`src/design/svwr_pkg.sv`:
```
/*
  Constants and timing figures of the supervisor reset and watchdog.
  Assumes a 100 MHz system clock; comparator results arrive as digital levels.
*/
// What this block does
// period select low uses basic period
// period select high multiplies period by 128
// period select change clears watchdog timer
// missing kick transition causes reset
// kick transition or reset clears timer
// windowed: early or late kick forces reset
// windowed: timer counts only after release
// windowed: valid kick or reset clears timer
// low supply, aux or manual forces reset
// hold reset for timeout after conditions clear
// watchdog fault gives reset timeout pulse
// either comparator low asserts reset
// straps pick window ratio or disable
// straps: 00=8, hi only=16, 11=64, lo only=off
// windowed: ignore kicks while reset asserted
// manual reset must stay low 1 us
// periods are cycle-count parameters, fast derived
// all pin inputs synchronised before use
package svwr_pkg;
  localparam int unsigned CLK_MHZ       = 100;
  localparam int unsigned MR_MIN_NS     = 1000;   // manual reset least low
  localparam int unsigned MR_MIN_CYC    = (MR_MIN_NS * CLK_MHZ + 999) / 1000;
  localparam int unsigned EXT_MULT      = 128;
  localparam int unsigned RATIO_8       = 8;
  localparam int unsigned RATIO_16      = 16;
  localparam int unsigned RATIO_64      = 64;
  localparam int unsigned CNT_W         = 40;
  localparam int unsigned MR_W          = 8;
  localparam logic [1:0]  SYNC_RST      = 2'h3;   // pins idle high
  localparam logic [1:0]  STRAP_R8      = 2'h0;   // {hi,lo}
  localparam logic [1:0]  STRAP_R16     = 2'h2;
  localparam logic [1:0]  STRAP_OFF     = 2'h1;
  localparam logic [1:0]  STRAP_R64     = 2'h3;
endpackage : svwr_pkg

```
`src/design/svwr_sync.sv`:
```
/*
  Two-flop synchroniser for a bundle of pin inputs.
  Assumes inputs are asynchronous to sys_clk.
*/
`timescale 1ns/1ns
module svwr_sync #(
  parameter int unsigned W = 5
) (
  input  wire logic         sys_clk,  // system clock
  input  wire logic         rst_n,    // async reset, active low
  input  wire logic [W-1:0] pin_in,   // raw pins
  output logic      [W-1:0] pin_sync  // synchronised pins
);
  typedef struct packed {
    logic [W-1:0] meta;
    logic [W-1:0] sync;
  } svwr_sync_st_t;
  svwr_sync_st_t st_r, st_nxt;

  // first stage feeds only the second
  always_comb begin
    st_nxt.meta = pin_in;
    st_nxt.sync = st_r.meta;
  end

  // pins idle high so reset to ones
  always_ff @(posedge sys_clk or negedge rst_n) begin
    if (!rst_n) begin
      st_r <= '1;
    end else begin
      st_r <= st_nxt;
    end
  end

  assign pin_sync = st_r.sync;
endmodule // svwr_sync

```
`src/design/svwr_top.sv`:
```
/*
  Supervisor reset generator with simple or windowed watchdog.
  Assumes comparator and strap levels are asynchronous pins; one clock.
*/
`timescale 1ns/1ns
module svwr_top #(
  parameter bit              WINDOWED   = 1'b0,     // variant select
  parameter logic [39:0]     RESET_HOLD = 40'h4E20, // reset timeout cycles
  parameter logic [39:0]     BASIC_WD   = 40'h3E80, // basic period cycles
  parameter logic [39:0]     SLOW_LIM   = 40'hFA00  // slow limit cycles
) (
  input  wire logic sys_clk,        // 100 MHz clock
  input  wire logic rst_n,          // async reset, active low
  input  wire logic supply_low,     // supply below threshold
  input  wire logic aux_low,        // aux voltage below threshold
  input  wire logic manual_reset_n, // manual reset, active low
  input  wire logic kick_input,     // processor watchdog kick
  input  wire logic period_select,  // simple: extended period
  input  wire logic ratio_strap_lo, // windowed strap, low order
  input  wire logic ratio_strap_hi, // windowed strap, high order
  output logic      reset_out_n,    // reset to processor, active low
  output logic      wd_fault        // one-cycle watchdog fault pulse
);
  localparam int unsigned CW = svwr_pkg::CNT_W;
  localparam int unsigned MW = svwr_pkg::MR_W;

  typedef enum logic [1:0] {
    SVWR_HOLD  = 2'h0,  // reset low, counting timeout
    SVWR_RUN   = 2'h1,  // reset released, watchdog live
    SVWR_FAULT = 2'h3   // watchdog fault, reload hold
  } svwr_state_t;

  typedef struct packed {
    svwr_state_t     st;
    logic [CW-1:0]   hold_cnt;
    logic [CW-1:0]   wd_cnt;
    logic [MW-1:0]   mr_cnt;
    logic            mr_act;
    logic            kick_d;
    logic            psel_d;
    logic [1:0]      strap_d;
    logic            rst_o;
    logic            fault_o;
  } svwr_regs_t;

  svwr_regs_t r_r, r_nxt;
  logic [6:0] sy;
  logic       kick_s, psel_s, mr_s, sup_s, aux_s;
  logic [1:0] strap_s;
  logic [CW-1:0] wd_lim, fast_lim;
  logic          kick_fall, kick_edge, wd_off, cond;

  // all pins through two flops before any logic
  svwr_sync #(.W(7)) u_sync (
    .sys_clk  (sys_clk),
    .rst_n    (rst_n),
    .pin_in   ({kick_input, period_select, manual_reset_n, ~supply_low,
                ~aux_low, ratio_strap_hi, ratio_strap_lo}),
    .pin_sync (sy)
  );
  assign kick_s  = sy[6];
  assign psel_s  = sy[5];
  assign mr_s    = sy[4];
  assign sup_s   = ~sy[3];
  assign aux_s   = ~sy[2];
  assign strap_s = sy[1:0];

  // timeout limits; fast limit truncates toward zero
  always_comb begin
    wd_lim = psel_s ? CW'(BASIC_WD * svwr_pkg::EXT_MULT) : BASIC_WD;
    case (strap_s)
      svwr_pkg::STRAP_R8:  fast_lim = SLOW_LIM / svwr_pkg::RATIO_8;
      svwr_pkg::STRAP_R16: fast_lim = SLOW_LIM / svwr_pkg::RATIO_16;
      svwr_pkg::STRAP_R64: fast_lim = SLOW_LIM / svwr_pkg::RATIO_64;
      default:             fast_lim = '0;
    endcase
  end
  assign wd_off    = WINDOWED && (strap_s == svwr_pkg::STRAP_OFF);
  assign kick_fall = r_r.kick_d & ~kick_s;
  assign kick_edge = r_r.kick_d ^ kick_s;
  // supply and aux comparators combine with filtered manual reset
  assign cond = sup_s | aux_s | r_r.mr_act;

  // next state of every register
  always_comb begin
    r_nxt         = r_r;
    r_nxt.kick_d  = kick_s;
    r_nxt.psel_d  = psel_s;
    r_nxt.strap_d = strap_s;
    r_nxt.fault_o = 1'b0;
    // glitch filter: needs MR_MIN_CYC straight low cycles
    if (mr_s) begin
      r_nxt.mr_cnt = '0;
      r_nxt.mr_act = 1'b0;
    end else if (r_r.mr_cnt >= MW'(svwr_pkg::MR_MIN_CYC - 1)) begin
      r_nxt.mr_act = 1'b1;
    end else begin
      r_nxt.mr_cnt = r_r.mr_cnt + 1'b1;
    end
    case (r_r.st)
      SVWR_HOLD: begin
        r_nxt.rst_o  = 1'b0;
        r_nxt.wd_cnt = '0;
        if (cond) begin
          r_nxt.hold_cnt = '0;
        end else if (r_r.hold_cnt >= RESET_HOLD - 1) begin
          r_nxt.st    = SVWR_RUN;
          r_nxt.rst_o = 1'b1;
        end else begin
          r_nxt.hold_cnt = r_r.hold_cnt + 1'b1;
        end
      end
      SVWR_RUN: begin
        r_nxt.wd_cnt = r_r.wd_cnt + 1'b1;
        if (cond) begin
          r_nxt.st       = SVWR_HOLD;
          r_nxt.rst_o    = 1'b0;
          r_nxt.hold_cnt = '0;
          r_nxt.wd_cnt   = '0;
        end else if (!WINDOWED) begin
          if (kick_edge || (psel_s != r_r.psel_d)) begin
            r_nxt.wd_cnt = '0;
          end else if (r_r.wd_cnt >= wd_lim - 1) begin
            r_nxt.st = SVWR_FAULT;
          end
        end else if (wd_off || (strap_s != r_r.strap_d)) begin
          r_nxt.wd_cnt = '0;
        end else if (kick_fall) begin
          if (r_r.wd_cnt < fast_lim) begin
            r_nxt.st = SVWR_FAULT;
          end else begin
            r_nxt.wd_cnt = '0;
          end
        end else if (r_r.wd_cnt >= SLOW_LIM - 1) begin
          r_nxt.st = SVWR_FAULT;
        end
        if (r_nxt.st == SVWR_FAULT) begin
          r_nxt.rst_o   = 1'b0;
          r_nxt.fault_o = 1'b1;
          r_nxt.wd_cnt  = '0;
        end
      end
      SVWR_FAULT: begin
        // kicks ignored while reset low
        r_nxt.st       = SVWR_HOLD;
        r_nxt.hold_cnt = CW'(1);
        r_nxt.rst_o    = 1'b0;
      end
      default: begin
        r_nxt.st    = SVWR_HOLD;
        r_nxt.rst_o = 1'b0;
      end
    endcase
  end

  // reset comes up with output asserted
  always_ff @(posedge sys_clk or negedge rst_n) begin
    if (!rst_n) begin
      r_r         <= '0;
      r_r.st      <= SVWR_HOLD;
      r_r.kick_d  <= 1'b1;
      r_r.psel_d  <= 1'b1;
      r_r.strap_d <= svwr_pkg::SYNC_RST;
    end else begin
      r_r <= r_nxt;
    end
  end

  assign reset_out_n = r_r.rst_o;
  assign wd_fault    = r_r.fault_o;

  a_hold_low: assert property (@(posedge sys_clk) disable iff (!rst_n)
    cond |=> !reset_out_n) else $error("reset high during condition");
  a_fault_rst: assert property (@(posedge sys_clk) disable iff (!rst_n)
    wd_fault |-> !reset_out_n [*8]) else $error("fault pulse too short");
  a_rise_hold: assert property (@(posedge sys_clk) disable iff (!rst_n)
    $rose(reset_out_n) |-> r_r.hold_cnt >= RESET_HOLD - 1)
    else $error("reset released early");
  a_wd_clear: assert property (@(posedge sys_clk) disable iff (!rst_n)
    !reset_out_n |-> r_r.wd_cnt == '0) else $error("timer runs in reset");
  a_mr_filter: assert property (@(posedge sys_clk) disable iff (!rst_n)
    $rose(r_r.mr_act) |-> $past(!mr_s) && $past(!mr_s, 50) &&
    $past(!mr_s, svwr_pkg::MR_MIN_CYC))
    else $error("short manual pulse taken");
  a_fault_src: assert property (@(posedge sys_clk) disable iff (!rst_n)
    wd_fault |-> $past(reset_out_n)) else $error("fault while in reset");
  a_psel_clr: assert property (@(posedge sys_clk) disable iff (!rst_n)
    (!WINDOWED && reset_out_n && !cond && psel_s != r_r.psel_d)
    |=> r_r.wd_cnt == '0) else $error("select change kept timer");
  a_off_nofault: assert property (@(posedge sys_clk) disable iff (!rst_n)
    (wd_off && $past(wd_off)) |-> !wd_fault)
    else $error("fault while disabled");
  c_fault: cover property (@(posedge sys_clk) disable iff (!rst_n) wd_fault);
  c_release: cover property (@(posedge sys_clk) disable iff (!rst_n)
    $rose(reset_out_n));
  c_kick_ok: cover property (@(posedge sys_clk) disable iff (!rst_n)
    reset_out_n && kick_fall ##1 reset_out_n);
endmodule // svwr_top
```
`config.mk`:
```
export PLATFORM = sky130hd
export DESIGN_NAME = svwr_top
export DESIGN_NICKNAME = d
export VERILOG_FILES = /design/src/design/svwr_pkg.sv /design/src/design/svwr_sync.sv /design/src/design/svwr_top.sv
export SDC_FILE = /design/constraint.sdc
export NUM_CORES = 1
export LEC_CHECK = 0
export BUFFER_PORTS_ARGS = -buffer_cell sky130_fd_sc_hd__clkbuf_2
export CAP_MARGIN = 40
export CORE_MARGIN = 3
export CORE_UTILIZATION = 55
export CTS_CLUSTER_DIAMETER = 120
export DETAILED_ROUTE_END_ITERATION = 8
export HOLD_SLACK_MARGIN = 0.1
export PLACE_DENSITY_LB_ADDON = 0.1
export SLEW_MARGIN = 30
export SYNTH_ARGS = -nofsm -noshare
export SYNTH_HDL_FRONTEND = slang
export SYNTH_HIERARCHICAL = 1
export SYNTH_SLANG_ARGS = --single-unit
export TNS_END_PERCENT = 50
```
`constraint.sdc`:
```
create_clock -name sys_clk -period 2.3 [get_ports sys_clk]
set_input_delay 0.23 -clock sys_clk [delete_from_list [all_inputs] [get_ports sys_clk]]
set_output_delay 0.23 -clock sys_clk [all_outputs]
set_load 0.02 [all_outputs]
```
* Word level (Yosys, flattened, before mapping)
Cells that the tools add are included. Widths: inputs -> output; s select.
Word-level totals: flip-flop bits (word level) 109, output and inout port bits 2, logic and storage cells 67
Operators by class: add/sub/neg operators 4, magnitude comparators 3, equal/unequal tests 10, multiplexer cells 25, bitwise gates (word level) 7, reduce and logical (&&, ||, !) cells 7
Operators with widths (number):
- $mux 40 | 6
- $pmux 40 s3 | 1
- $add 40x1->40 const B | 2
- $pmux 40 s2 | 1
- $ge 40x15->1 const B | 1
- $ge 40x40->1 | 1
- $sub 21x1->22 const B | 1
- $mux 21 | 1
- $mux 2 | 7
- $mux 9 | 1
- $add 8x1->8 const B | 1
- $ge 8x7->1 const B | 1
- $mux 8 | 1
- $ne 2x2->1 const B | 3
- $ne 3x3->1 const B | 2
- $mux 1 | 5
- $eq 2x2->1 const B | 2
- $not 1->1 | 4
- $pmux 2 s2 | 1
- $reduce_bool 2->1 | 2
- $reduce_and 3->1 | 1
- $reduce_bool 3->1 | 1
- $eq 2x1->1 const B | 1
- $logic_not 2->1 | 1
- other kinds (7) | 8

* Logic depth before layout (Yosys ltp)
Gate-level depths: netlist of run 1.
depth in word-level cells 10, mapped depth 10

* Hierarchy
Netlist of run 1, hierarchy kept.
Modules (own cells, without submodules):
- svwr_top | instances 1, cells an instance 454, area each 4620.7 um2
- svwr_sync | instances 1, cells an instance 14, area each 367.9 um2

* Worst setup path before layout of run 1
No wires, ideal clock.
path type register to register, start point reg u_sync.st_r (netlist bit u_sync/pin_sync[5]), end point reg r_r[18] in the netlist's numbering, setup time 0.069 ns, data arrival time 2.423 ns, required time 2.231 ns, slack -0.192 ns, stages on the path, launching flop included 10, buffers on the path 1, clock period less this slack 2.492 ns, cell sequence dfstp_2 inv_1 ha_1 and3_1 a221o_1 a211oi_2 nand4_1 clkbuf_1 or3_1 nand3_1
Between the ends: word-level cells in the longest chain between the ends 10, elaborated cells on any way between the ends 14
RTL lines:
- from (decl) | RTL line svwr_sync.sv:18 | svwr_sync_st_t st_r, st_nxt;
- from (signal assigned) | RTL line svwr_sync.sv:31 | st_r <= st_nxt;
- $mux 21 | RTL line svwr_top.sv:70 | wd_lim = psel_s ? CW'(BASIC_WD * svwr_pkg::EXT_MULT) : BASIC_WD;
- $sub 21x1->22 | RTL line svwr_top.sv:123 | end else if (r_r.wd_cnt >= wd_lim - 1) begin
- $ge 40x40->1 | RTL line svwr_top.sv:123
- $mux 2 | RTL line svwr_top.sv:123
- $mux 2 | RTL line svwr_top.sv:121 | if (kick_edge || (psel_s != r_r.psel_d)) begin
- $mux 2 | RTL line svwr_top.sv:115 | if (cond) begin
- $mux 2 | RTL line svwr_top.sv:100 | case (r_r.st)
- $eq 2x2->1 | RTL line svwr_top.sv:137 | if (r_nxt.st == SVWR_FAULT) begin
- $mux 40 * | RTL line svwr_top.sv:137
- $pmux 40 s2 * | RTL line svwr_top.sv:100
- to (signal assigned) | RTL line svwr_top.sv:165 | r_r <= r_nxt;
- to (decl) | RTL line svwr_top.sv:46 | svwr_regs_t r_r, r_nxt;
Mark *: on every way between the ends. The rest lies on a longest branch, timed or not. The select of a mux whose other input is x is not followed. A chain may end at the register's enable or synchronous reset.

* Final worst setup path of run 1
start point reg u_sync.st_r (netlist bit u_sync/pin_sync[5]), end point reg r_r[25] in the netlist's numbering
Same word-level chain as after synthesis.

==> qor.yml, run 1 <==
run_status:
  status: "finished, violations left"
  failed_checks: "negative setup slack"
global_routing:
  grt_overflow: 0
  grt_max_degree: 60
  grt_pass1_wl_um: 17110
  grt_pass1_vias: 3584
  grt_antenna_before_repair: 0
  grt_usage_pct: 21.16
floorplan:
  row_count: 33
  die_area_um2: 10050
  core-area_um2: 8423
  die_x_um: 100.2
  initial_core_util_pct: 57.98
  io_pins: 11
  die_h_um: 100.2
layout:
  area_delta_synth_final_pct: 15.78
  diodes: 0
  fin_util_pct: 67.13
  drive_above_1_share_pct: 21.18
  nNetsFinal: 524
critical_path:
  worst_setup_path_end_kind: "register"
  r2r.worst_path.cells: 9
  required_ns: 2.60
  cp_data_arrival_time_ns: 2.75
  path_max_fanout: 7
  worst_setup_path_start_kind: "register"
  worstSetupPathType: "reg2reg"
synth:
  syn-num-nets: 483
  synth-warning-count: 6
  syn_area_per_cell_um2: 10.52
  synthCells: 464
  syn_area_um2: 4883
route:
  drt_first_pass_iters: 4
  drc: 0
  vias: 3610
  wl_per_cell_um: 15.95
  avgViaCountPerCell: 5.870
  drt_wl_total_um: 9807
  ant_nets: 0
  drt-initial-drc-count: 133
clock_tree:
  clk_path_buf_depth: 2
  cts_root_buffer: "clkbuf_8"
  cts_sinks: 105
  cts_buffers: 9
  cts_tree: "built"
  clk_transition_reported_paths_ns: 0.11
  htreeDepth: 3
  clkLatencyLatePin_ns: 0.37
pwr:
  p_leak_nw: 2.589
  peakVddDrop_v: 0.0004750
  power_density_nw_per_um2: 546.5
timing:
  slew_violations: 0
  finalHoldViolations: 0
  tightest_slew_ns: 0.6899
  period_needed_ns: 2.457
  slew_headroom_pct: 53.52
  fin_crit_sh_pct: 106.8
  rsz0062_at_grt: "yes"
  fmax_mhz: 407.1
  finalSetupViolations: 20
  fin_skew_ns: 0.01310
  worst_slack_ns: -0.1566
  fin_setup_tns_ns: -2.154
placed_design:
  io_buffers: 8
  pre_cts_slack_ns: -0.1859
  routabilityCongestion: 0.8371
  hpwl_um: 6496
min_path:
  hp-class: "in2async"
run:
  drv_cap: 0
timing repair:
action / 4_1_cts / 5_1_grt
pin swaps: 16 / 11
setup buffers: 2 / 3
resized for setup: 21 / 18
cloned: 1 / 0
hold endpoints to repair: 98 / 0
hold buffers: 6 / 0
setup endpoints to repair: 19 / 26
cell type report:
cell class | count | area, µm²
clock buffers | 10 | 127.6
well taps | 105 | 131.4
inverters | 18 | 70.07
fillers | 689 | 2769
flip-flops and latches | 105 | 2643
clock inverters | 6 | 63.81
repair buffers | 48 | 401.6
multi-input cells | 323 | 2217
metal layers:
layer  routed length [µm]  GRT usage, %  up-vias  share of wire (%)
met5                    0             0        -                  0
met4                  121         6.528        0                1.2
met3                  341         3.822       12                3.5
met2                 4511         31.75       71                 46
met1                 4832         31.49     1782                 49
li1                     -             -     1745                  -
worst max-delay path, stage by stage (launching register included):
cell,delay [ns]
dfstp_2,0.57
inv_4,0.06
ha_4,0.21
and3_4,0.17
a221o_1,0.33
a211oi_2,0.25
nand4_1,0.20
buf_6,0.19
or3_1,0.32
o21ai_1,0.09
final timing paths:
path	from	to	slack, ns
worst max-delay path	u_sync/pin_sync[5]	r_r[25]	-0.16
worst min-delay path	rst_n	r_r[26]	0.21
worst max register to register	u_sync/pin_sync[5]	r_r[25]	-0.16
worst min register to register	u_sync/st_nxt[5]	u_sync/pin_sync[5]	0.35
max in group asynchronous	rst_n	u_sync/st_nxt[5]	1.36
min in group sys_clk	u_sync/st_nxt[5]	u_sync/pin_sync[5]	0.35
layout by cell type, fill, tap and decap left out, drive strengths merged, types with 2 or more instances in the layout:
| cell type | count |
|---|---|
| dfrtp | 93 |
| and2 | 40 |
| buf | 35 |
| nand3 | 31 |
| nand2 | 28 |
| o21ai | 26 |
| nor2 | 23 |
| a21oi | 22 |
| and3 | 22 |
| inv | 20 |
| nand4 | 18 |
| clkbuf | 17 |
| nor4 | 15 |
| or3 | 12 |
| dfstp | 12 |
| nor3 | 12 |
| ha | 10 |
| nor2b | 7 |
| mux2i | 6 |
| dlygate4sd3 | 6 |
| a21o | 5 |
| xor2 | 5 |
| xnor2 | 4 |
| nor3b | 4 |
| nand2b | 3 |
| or4 | 3 |
| a31oi | 3 |
| clkinv | 3 |
| o2111ai | 2 |
| a41oi | 2 |
| and4 | 2 |
state kept, by name, indices dropped and copies added, names as in the netlist:
signal           flops
r_r                 93
u_sync/pin_sync      5
u_sync/st_nxt        5
reset_out_n          1
wd_fault             1
stage by stage:
| stage | total power (W) | area [µm²] | hold WS, ns | std cells |
|---|---|---|---|---|
| 6_report | 0.003090 | 5654 | 0.2106 | 615 |
| 3_5_place_dp | 0.002027 | 5246 | 0.05499 | 588 |
| 3_3_place_gp | 0.002023 | 5246 | 0.05375 | 588 |
| 2_1_floorplan | 0.001961 | 4927 | -0.06559 | 464 |
| 4_1_cts | 0.003125 | 5552 | 0.1958 | 613 |
| 5_1_grt | 0.003222 | 5654 | 0.1934 | 615 |
power breakdown:
group	total, W	leakage [nW]	switching [W]	internal, W
combinational	0.000115	1.07	0.0000726	0.0000427
sequential	0.00188	1.42	0.0000129	0.00187
clock	0.00109	0.0933	0.000669	0.000423
total	0.00309	2.59	0.000755	0.00234
Note: power is estimated with default switching activity, not from simulation.
==> run 2, diff against run 1 <==
--- a/config.mk
+++ b/config.mk
@@ -5,6 +5,7 @@
 export SDC_FILE = /design/constraint.sdc
 export NUM_CORES = 1
 export LEC_CHECK = 0
+export ABC_AREA = 1
 export BUFFER_PORTS_ARGS = -buffer_cell sky130_fd_sc_hd__clkbuf_2
 export CAP_MARGIN = 40
 export CORE_MARGIN = 3
==> run 2 against run 1 <==
Effect of this change: sequential share of layout area fell by 1.6 points; setup slack improved by 0.21 ns; critical path depth rose by 3; design area rose by 3.6%; die area rose by 8.1%; the flow now finishes without violations.
==> qor.yml, run 2 <==
layout:
  fin_util_pct: 62.79
  nNetsFinal: 680
  mostFrequentLayoutCell: "nand2_1"
  layout_common_cells: "nand2_1, inv_1, dfrtp_1"
  diodes: 0
  num-fill-cells: 849
  largest_register_ffs: 93
  largest-register: "r_r"
  area_delta_synth_final_pct: 10.40
  drive_above_1_share_pct: 13.23
pwr:
  peakVddDrop_v: 0.0004136
  power_density_nw_per_um2: 527.9
  power_w: 0.003092
  p_leak_nw: 2.719
global_routing:
  grt_overflow: 0
  grt_pass1_wl_um: 17710
  grt_antenna_before_repair: 0
  grt_pass1_vias: 3857
  grt_usage_pct: 20.03
  grt_max_degree: 53
critical_path:
  cp_slowest_stage_delay_ns: 0.59
  worstSetupPathType: "reg2reg"
  worst_setup_path_start_kind: "register"
  rrSetupSlack_ns: 0.05
  worst_path_max_delay_cell: "dfstp_2"
  crit_top_cell: "nand2_1"
  required_ns: 2.56
  crit_chain: "clkinvlp_4 > ha_1 > nand2_1 > nor2_2 > inv_1 > nor2_1 > nand2_1 > nand2_2 > nor2_4 > nand3_4 > clkbuf_16 > o22ai_1"
  path_max_fanout: 11
  cp_data_arrival_time_ns: 2.50
  worst_setup_path_end_kind: "register"
timing:
  tightest_slew_ns: 0.4393
  finalSetupViolations: 0
  finalHoldViolations: 0
  slew_headroom_pct: 70.61
  slew_violations: 0
  period_needed_ns: 2.248
  fmax_mhz: 444.8
  fin_crit_sh_pct: 97.74
  fin_skew_ns: 0.01864
floorplan:
  die_area_um2: 10860
  die_x_um: 104.2
  initial_core_util_pct: 56.87
  row_count: 35
  io_pins: 11
  die_h_um: 104.2
  core-area_um2: 9328
placed_design:
  routabilityCongestion: 0.8707
  hpwl_um: 6929
  io_buffers: 8
route:
  drc: 0
  wl_per_cell_um: 12.68
  drt-initial-drc-count: 224
  vias: 4000
  drt_wl_total_um: 10070
  avgViaCountPerCell: 5.038
  drt_first_pass_iters: 5
  ant_nets: 0
clock_tree:
  clk_path_buf_depth: 2
  clkLatencyLatePin_ns: 0.39
  cts_buffers: 9
  clk_transition_reported_paths_ns: 0.10
  cts_sinks: 105
  htreeDepth: 3
  cts_tree: "built"
  cts_root_buffer: "clkbuf_8"
synth:
  synthCells: 639
  syn-num-nets: 658
  syn_area_per_cell_um2: 8.302
  synth-warning-count: 6
  syn_area_um2: 5305
min_path:
  hp-class: "in2async"
run:
  drv_cap: 0
run_status:
  status: "completed"
[run 2: layout make-up]
cell class | instances | area (µm²) | share of cell area (%)
Clock buffer | 10 | 127.6 | 2.179
Inverter | 99 | 380.4 | 6.494
Tap cell | 129 | 161.4 | 2.756
Multi-Input combinational cell | 422 | 2266 | 38.69
Sequential cell | 105 | 2643 | 45.12
Timing Repair Buffer | 24 | 220.2 | 3.760
Clock inverter | 5 | 58.81 | 1.004
[run 2: worst paths after layout]
check	start	endpoint	depth (start not counted)
min in group sys_clk	u_sync/st_nxt[5]	u_sync/pin_sync[5]	0
max in group asynchronous	rst_n	u_sync/st_nxt[6]	3
max	u_sync/pin_sync[5]	r_r[33]	12
min	rst_n	r_r[31]	2
min reg2reg	u_sync/st_nxt[5]	u_sync/pin_sync[5]	0
max reg2reg	u_sync/pin_sync[5]	r_r[33]	12
[run 2: what timing repair did]
action	CTS	global route
setup buffers	0	1
hold endpoints to repair	28	0
endpoints found under the setup margin	0	5
hold buffers	6	0
resized for setup	0	14
[run 2: metal layers]
metal,global-route usage (%),share of wire [%]
met1,28.50,49
met2,30.64,46
met3,5.400,4.5
met4,5.128,1.1
met5,0,0
[run 2: per-stage QoR]
step / instance area, µm² / instances / setup TNS (ns) / setup slack, ns / hold WS, ns
2_1_floorplan: 5305 / 639 / 0 / 0.4591 / -0.06559
3_3_place_gp: 5492 / 771 / 0 / 0.2706 / 0.1551
3_5_place_dp: 5492 / 771 / 0 / 0.2149 / 0.1586
4_1_cts: 5738 / 792 / 0 / 0.1868 / 0.2835
5_1_grt: 5857 / 794 / -0.6518 / -0.05863 / 0.2948
6_report: 5857 / 794 / 0 / 0.05204 / 0.2812
[run 2: power by group]
part / switching (W) / leakage [nW] / internal (W)
clock: 0.000613 / 0.0883 / 0.000497
sequential: 0.0000102 / 1.42 / 0.00187
combinational: 0.0000673 / 1.21 / 0.0000345
[run 2: critical path: cells and delay by family, from the launching register on]
| family | cells | cell delay, ns |
|---|---|---|
| adders and majority gates | 1 | 0.38 |
| buffers and inverters | 3 | 0.49 |
| AOI/OAI and AO/OA | 1 | 0.06 |
| and+or+nand+nor | 7 | 0.58 |
| DFF | 1 | 0.59 |
==> run 3, diff against run 2 <==
--- a/config.mk
+++ b/config.mk
@@ -17,6 +17,5 @@
 export SLEW_MARGIN = 30
 export SYNTH_ARGS = -nofsm -noshare
 export SYNTH_HDL_FRONTEND = slang
-export SYNTH_HIERARCHICAL = 1
 export SYNTH_SLANG_ARGS = --single-unit
 export TNS_END_PERCENT = 50
==> run 3 against run 2 <==
Effect of this change: non-clock buffer count shrank 4; critical path type unchanged; sequential power is essentially flat; hold slack gained 0.035 ns; sequential share of layout area grew 0.71 points; fmax grew 9.3%; combinational power shrank 9%; die area grew 0.56%; clock power grew 4%; synthesized cell count grew 3.3%; power grew 1.2%; critical path depth grew 2.
==> qor.yml, run 3 <==
run_status:
  status: "completed"
timing:
  rsz0062_at_grt: "no"
  hold-worst-slack_ns: 0.3162
  fin_skew_ns: 0.01019
  period_needed_ns: 2.057
  fmax_mhz: 486.0
  fin_crit_sh_pct: 89.45
  slew_headroom_pct: 71.97
  finalSetupViolations: 0
  fin_setup_tns_ns: 0
  slew_violations: 0
  tightest_slew_ns: 0.4204
  finalHoldViolations: 0
synth:
  yosys-top-cells-count: "nand2_1, inv_1, dfrtp_1, nor2_1, nand3_1"
  ys_types: 39
  async_flop_share_pct: 100.0
  synth_top_family_by_area: "simple AND/OR/NAND/NOR gates"
  synthSimpleGateAreaFrac_pct: 31.79
  synth_compound_area_share_pct: 2.814
  seq_area_frac_synth_pct: 49.52
  synth-seq-cells: 105
  synthAdderAreaFrac_pct: 2.345
  synth_mux_area_share_pct: 0
  synth_top_cell_area_share_pct: 43.61
  synth-edff-count: 0
  synth_xor_xnor_area_share_pct: 3.775
  synth-warning-count: 0
  syn_area_um2: 5336
  synth_most_common_cell: "nand2_1"
  syn-num-nets: 679
  synth_top_area_cell: "dfrtp_1"
  syn_area_per_cell_um2: 8.085
  synth.area.top_cells: "dfrtp_1, nand2_1, inv_1"
  synth-main-ff-cell: "dfrtp_1"
  synthCells: 660
layout:
  largest-register: "r_r"
  diodes: 0
  instances_no_fill: 812
  nNetsFinal: 697
  layout_common_cells: "nand2_1, inv_1, dfrtp_1"
  mostFrequentLayoutCell: "nand2_1"
  area_delta_synth_final_pct: 8.042
  drive_above_1_share_pct: 11.27
  largest_register_ffs: 93
  fin_util_pct: 61.81
floorplan:
  die_area_um2: 10920
  initial_core_util_pct: 57.21
  core-area_um2: 9328
  row_count: 35
  die_h_um: 104.5
  io_pins: 11
  die_x_um: 104.5
min_path:
  hp-class: "in2async"
route:
  drt_wl_total_um: 9351
  vias: 3951
  avgViaCountPerCell: 4.866
  wl_per_cell_um: 11.52
  drt-initial-drc-count: 153
  ant_nets: 0
  drc: 0
  drt_first_pass_iters: 4
critical_path:
  worstSetupPathType: "reg2reg"
  worst_path_max_delay_cell: "dfstp_2"
  cp_slowest_stage_delay_ns: 0.56
  path_buf_inv: 3
  worst_setup_path_start_kind: "register"
  crit_top_cell: "nand2_1"
  crit_chain: "inv_1 > ha_1 > nand2_1 > inv_1 > nand2_1 > nand2_1 > nand2_1 > nand2_1 > nor2_1 > nand3_1 > nor2_4 > buf_12 > nand2_1 > nand2_1"
  required_ns: 2.62
  crit_family: "simple AND/OR/NAND/NOR gates"
  path_max_fanout: 22
  worst_setup_path_end_kind: "register"
  cp_data_arrival_time_ns: 2.37
pwr:
  power_density_nw_per_um2: 542.5
  peakVddDrop_v: 0.0003995
  p_leak_nw: 2.976
global_routing:
  grt_antenna_before_repair: 0
  grt_pass1_vias: 3979
  grt_usage_pct: 19.18
  grt_max_degree: 54
  grt_pass1_wl_um: 17460
  grt_overflow: 0
placed_design:
  io_buffers: 8
  routabilityCongestion: 0.8559
  dp_cells: 790
  hpwl_um: 6432
clock_tree:
  clk_path_buf_depth: 2
  htreeDepth: 3
  clkLatencyLatePin_ns: 0.37
  clk_transition_reported_paths_ns: 0.10
  cts_buffers: 9
  cts_tree: "built"
  ctsResizeCount: 0
  cts_sinks: 105
  cts_root_buffer: "clkbuf_8"
run:
  drv_cap: 0
run 3: final cells by class:
cell class	instances	area, µm²
fillers	840	3562
flip-flops and latches	105	2643
multi-input cells	432	2173
inverters	110	417.9
repair buffers	20	172.7
well taps	129	161.4
clock buffers	11	131.4
clock inverters	5	66.31
run 3: cells by family (layout without fill, tap and decap cells):
family                   after synthesis  count (layout)
AO/OA/AOI/OAI                         24              24
XOR/XNOR                              23              23
adder cells (fa/ha/maj)               10              10
buffers and inverters                123             146
flip-flops                           105             105
AND/OR/NAND/NOR                      375             375
run 3: worst register-to-register path: stages, from the launching register on:
cell and delay [ns]:
dfstp_2 0.56, inv_1 0.14, ha_1 0.33, nand2_1 0.09, inv_1 0.05, nand2_1 0.05
nand2_1 0.04, nand2_1 0.05, nand2_1 0.04, nor2_1 0.10, nand3_1 0.13, nor2_4 0.13
buf_12 0.16, nand2_1 0.07, nand2_1 0.05
run 3: path summary, 6_finish.rpt:
kind / start / end / slack [ns] / depth (start not counted)
max: u_sync.pin_sync[5] / r_r[21] / 0.24 / 14
min: rst_n / r_r[56] / 0.32 / 2
max reg2reg: u_sync.pin_sync[5] / r_r[21] / 0.24 / 14
min reg2reg: u_sync.st_nxt[4] / u_sync.pin_sync[4] / 0.36 / 0
max in group asynchronous: rst_n / u_sync.st_nxt[4] / 1.27 / 3
min in group sys_clk: u_sync.st_nxt[4] / u_sync.pin_sync[4] / 0.36 / 0
run 3: timing repair:
| item | CTS | global route |
|---|---|---|
| setup buffers | 0 | 0 |
| hold buffers | 6 | 0 |
| setup endpoints to repair | 0 | 0 |
| endpoints found under the hold margin | 28 | 0 |
run 3: metal layers:
| metal | vias up | track usage, % | wire length, µm |
|---|---|---|---|
| met1 | 1871 | 24.10 | 4401 |
| met5 | - | 0 | 0 |
| li1 | 2033 | - | - |
| met2 | 38 | 33.35 | 4569 |
| met4 | 0 | 4.084 | 81 |
| met3 | 9 | 4.966 | 299 |
run 3: through the flow:
step,setup slack (ns),total power [W],instance area [µm²]
detailed placement,0.2453,0.002004,5508
global placement,0.2919,0.001999,5508
global route,0.005632,0.003266,5766
CTS,0.2218,0.003189,5766
floorplan,0.4581,0.001945,5336
finish,0.2426,0.003128,5766
run 3: where the power goes:
group / switching [W] / internal [W]
combinational: 0.0000636 / 0.0000293
clock: 0.000637 / 0.000518
sequential: 0.0000103 / 0.00187
total: 0.000711 / 0.00242
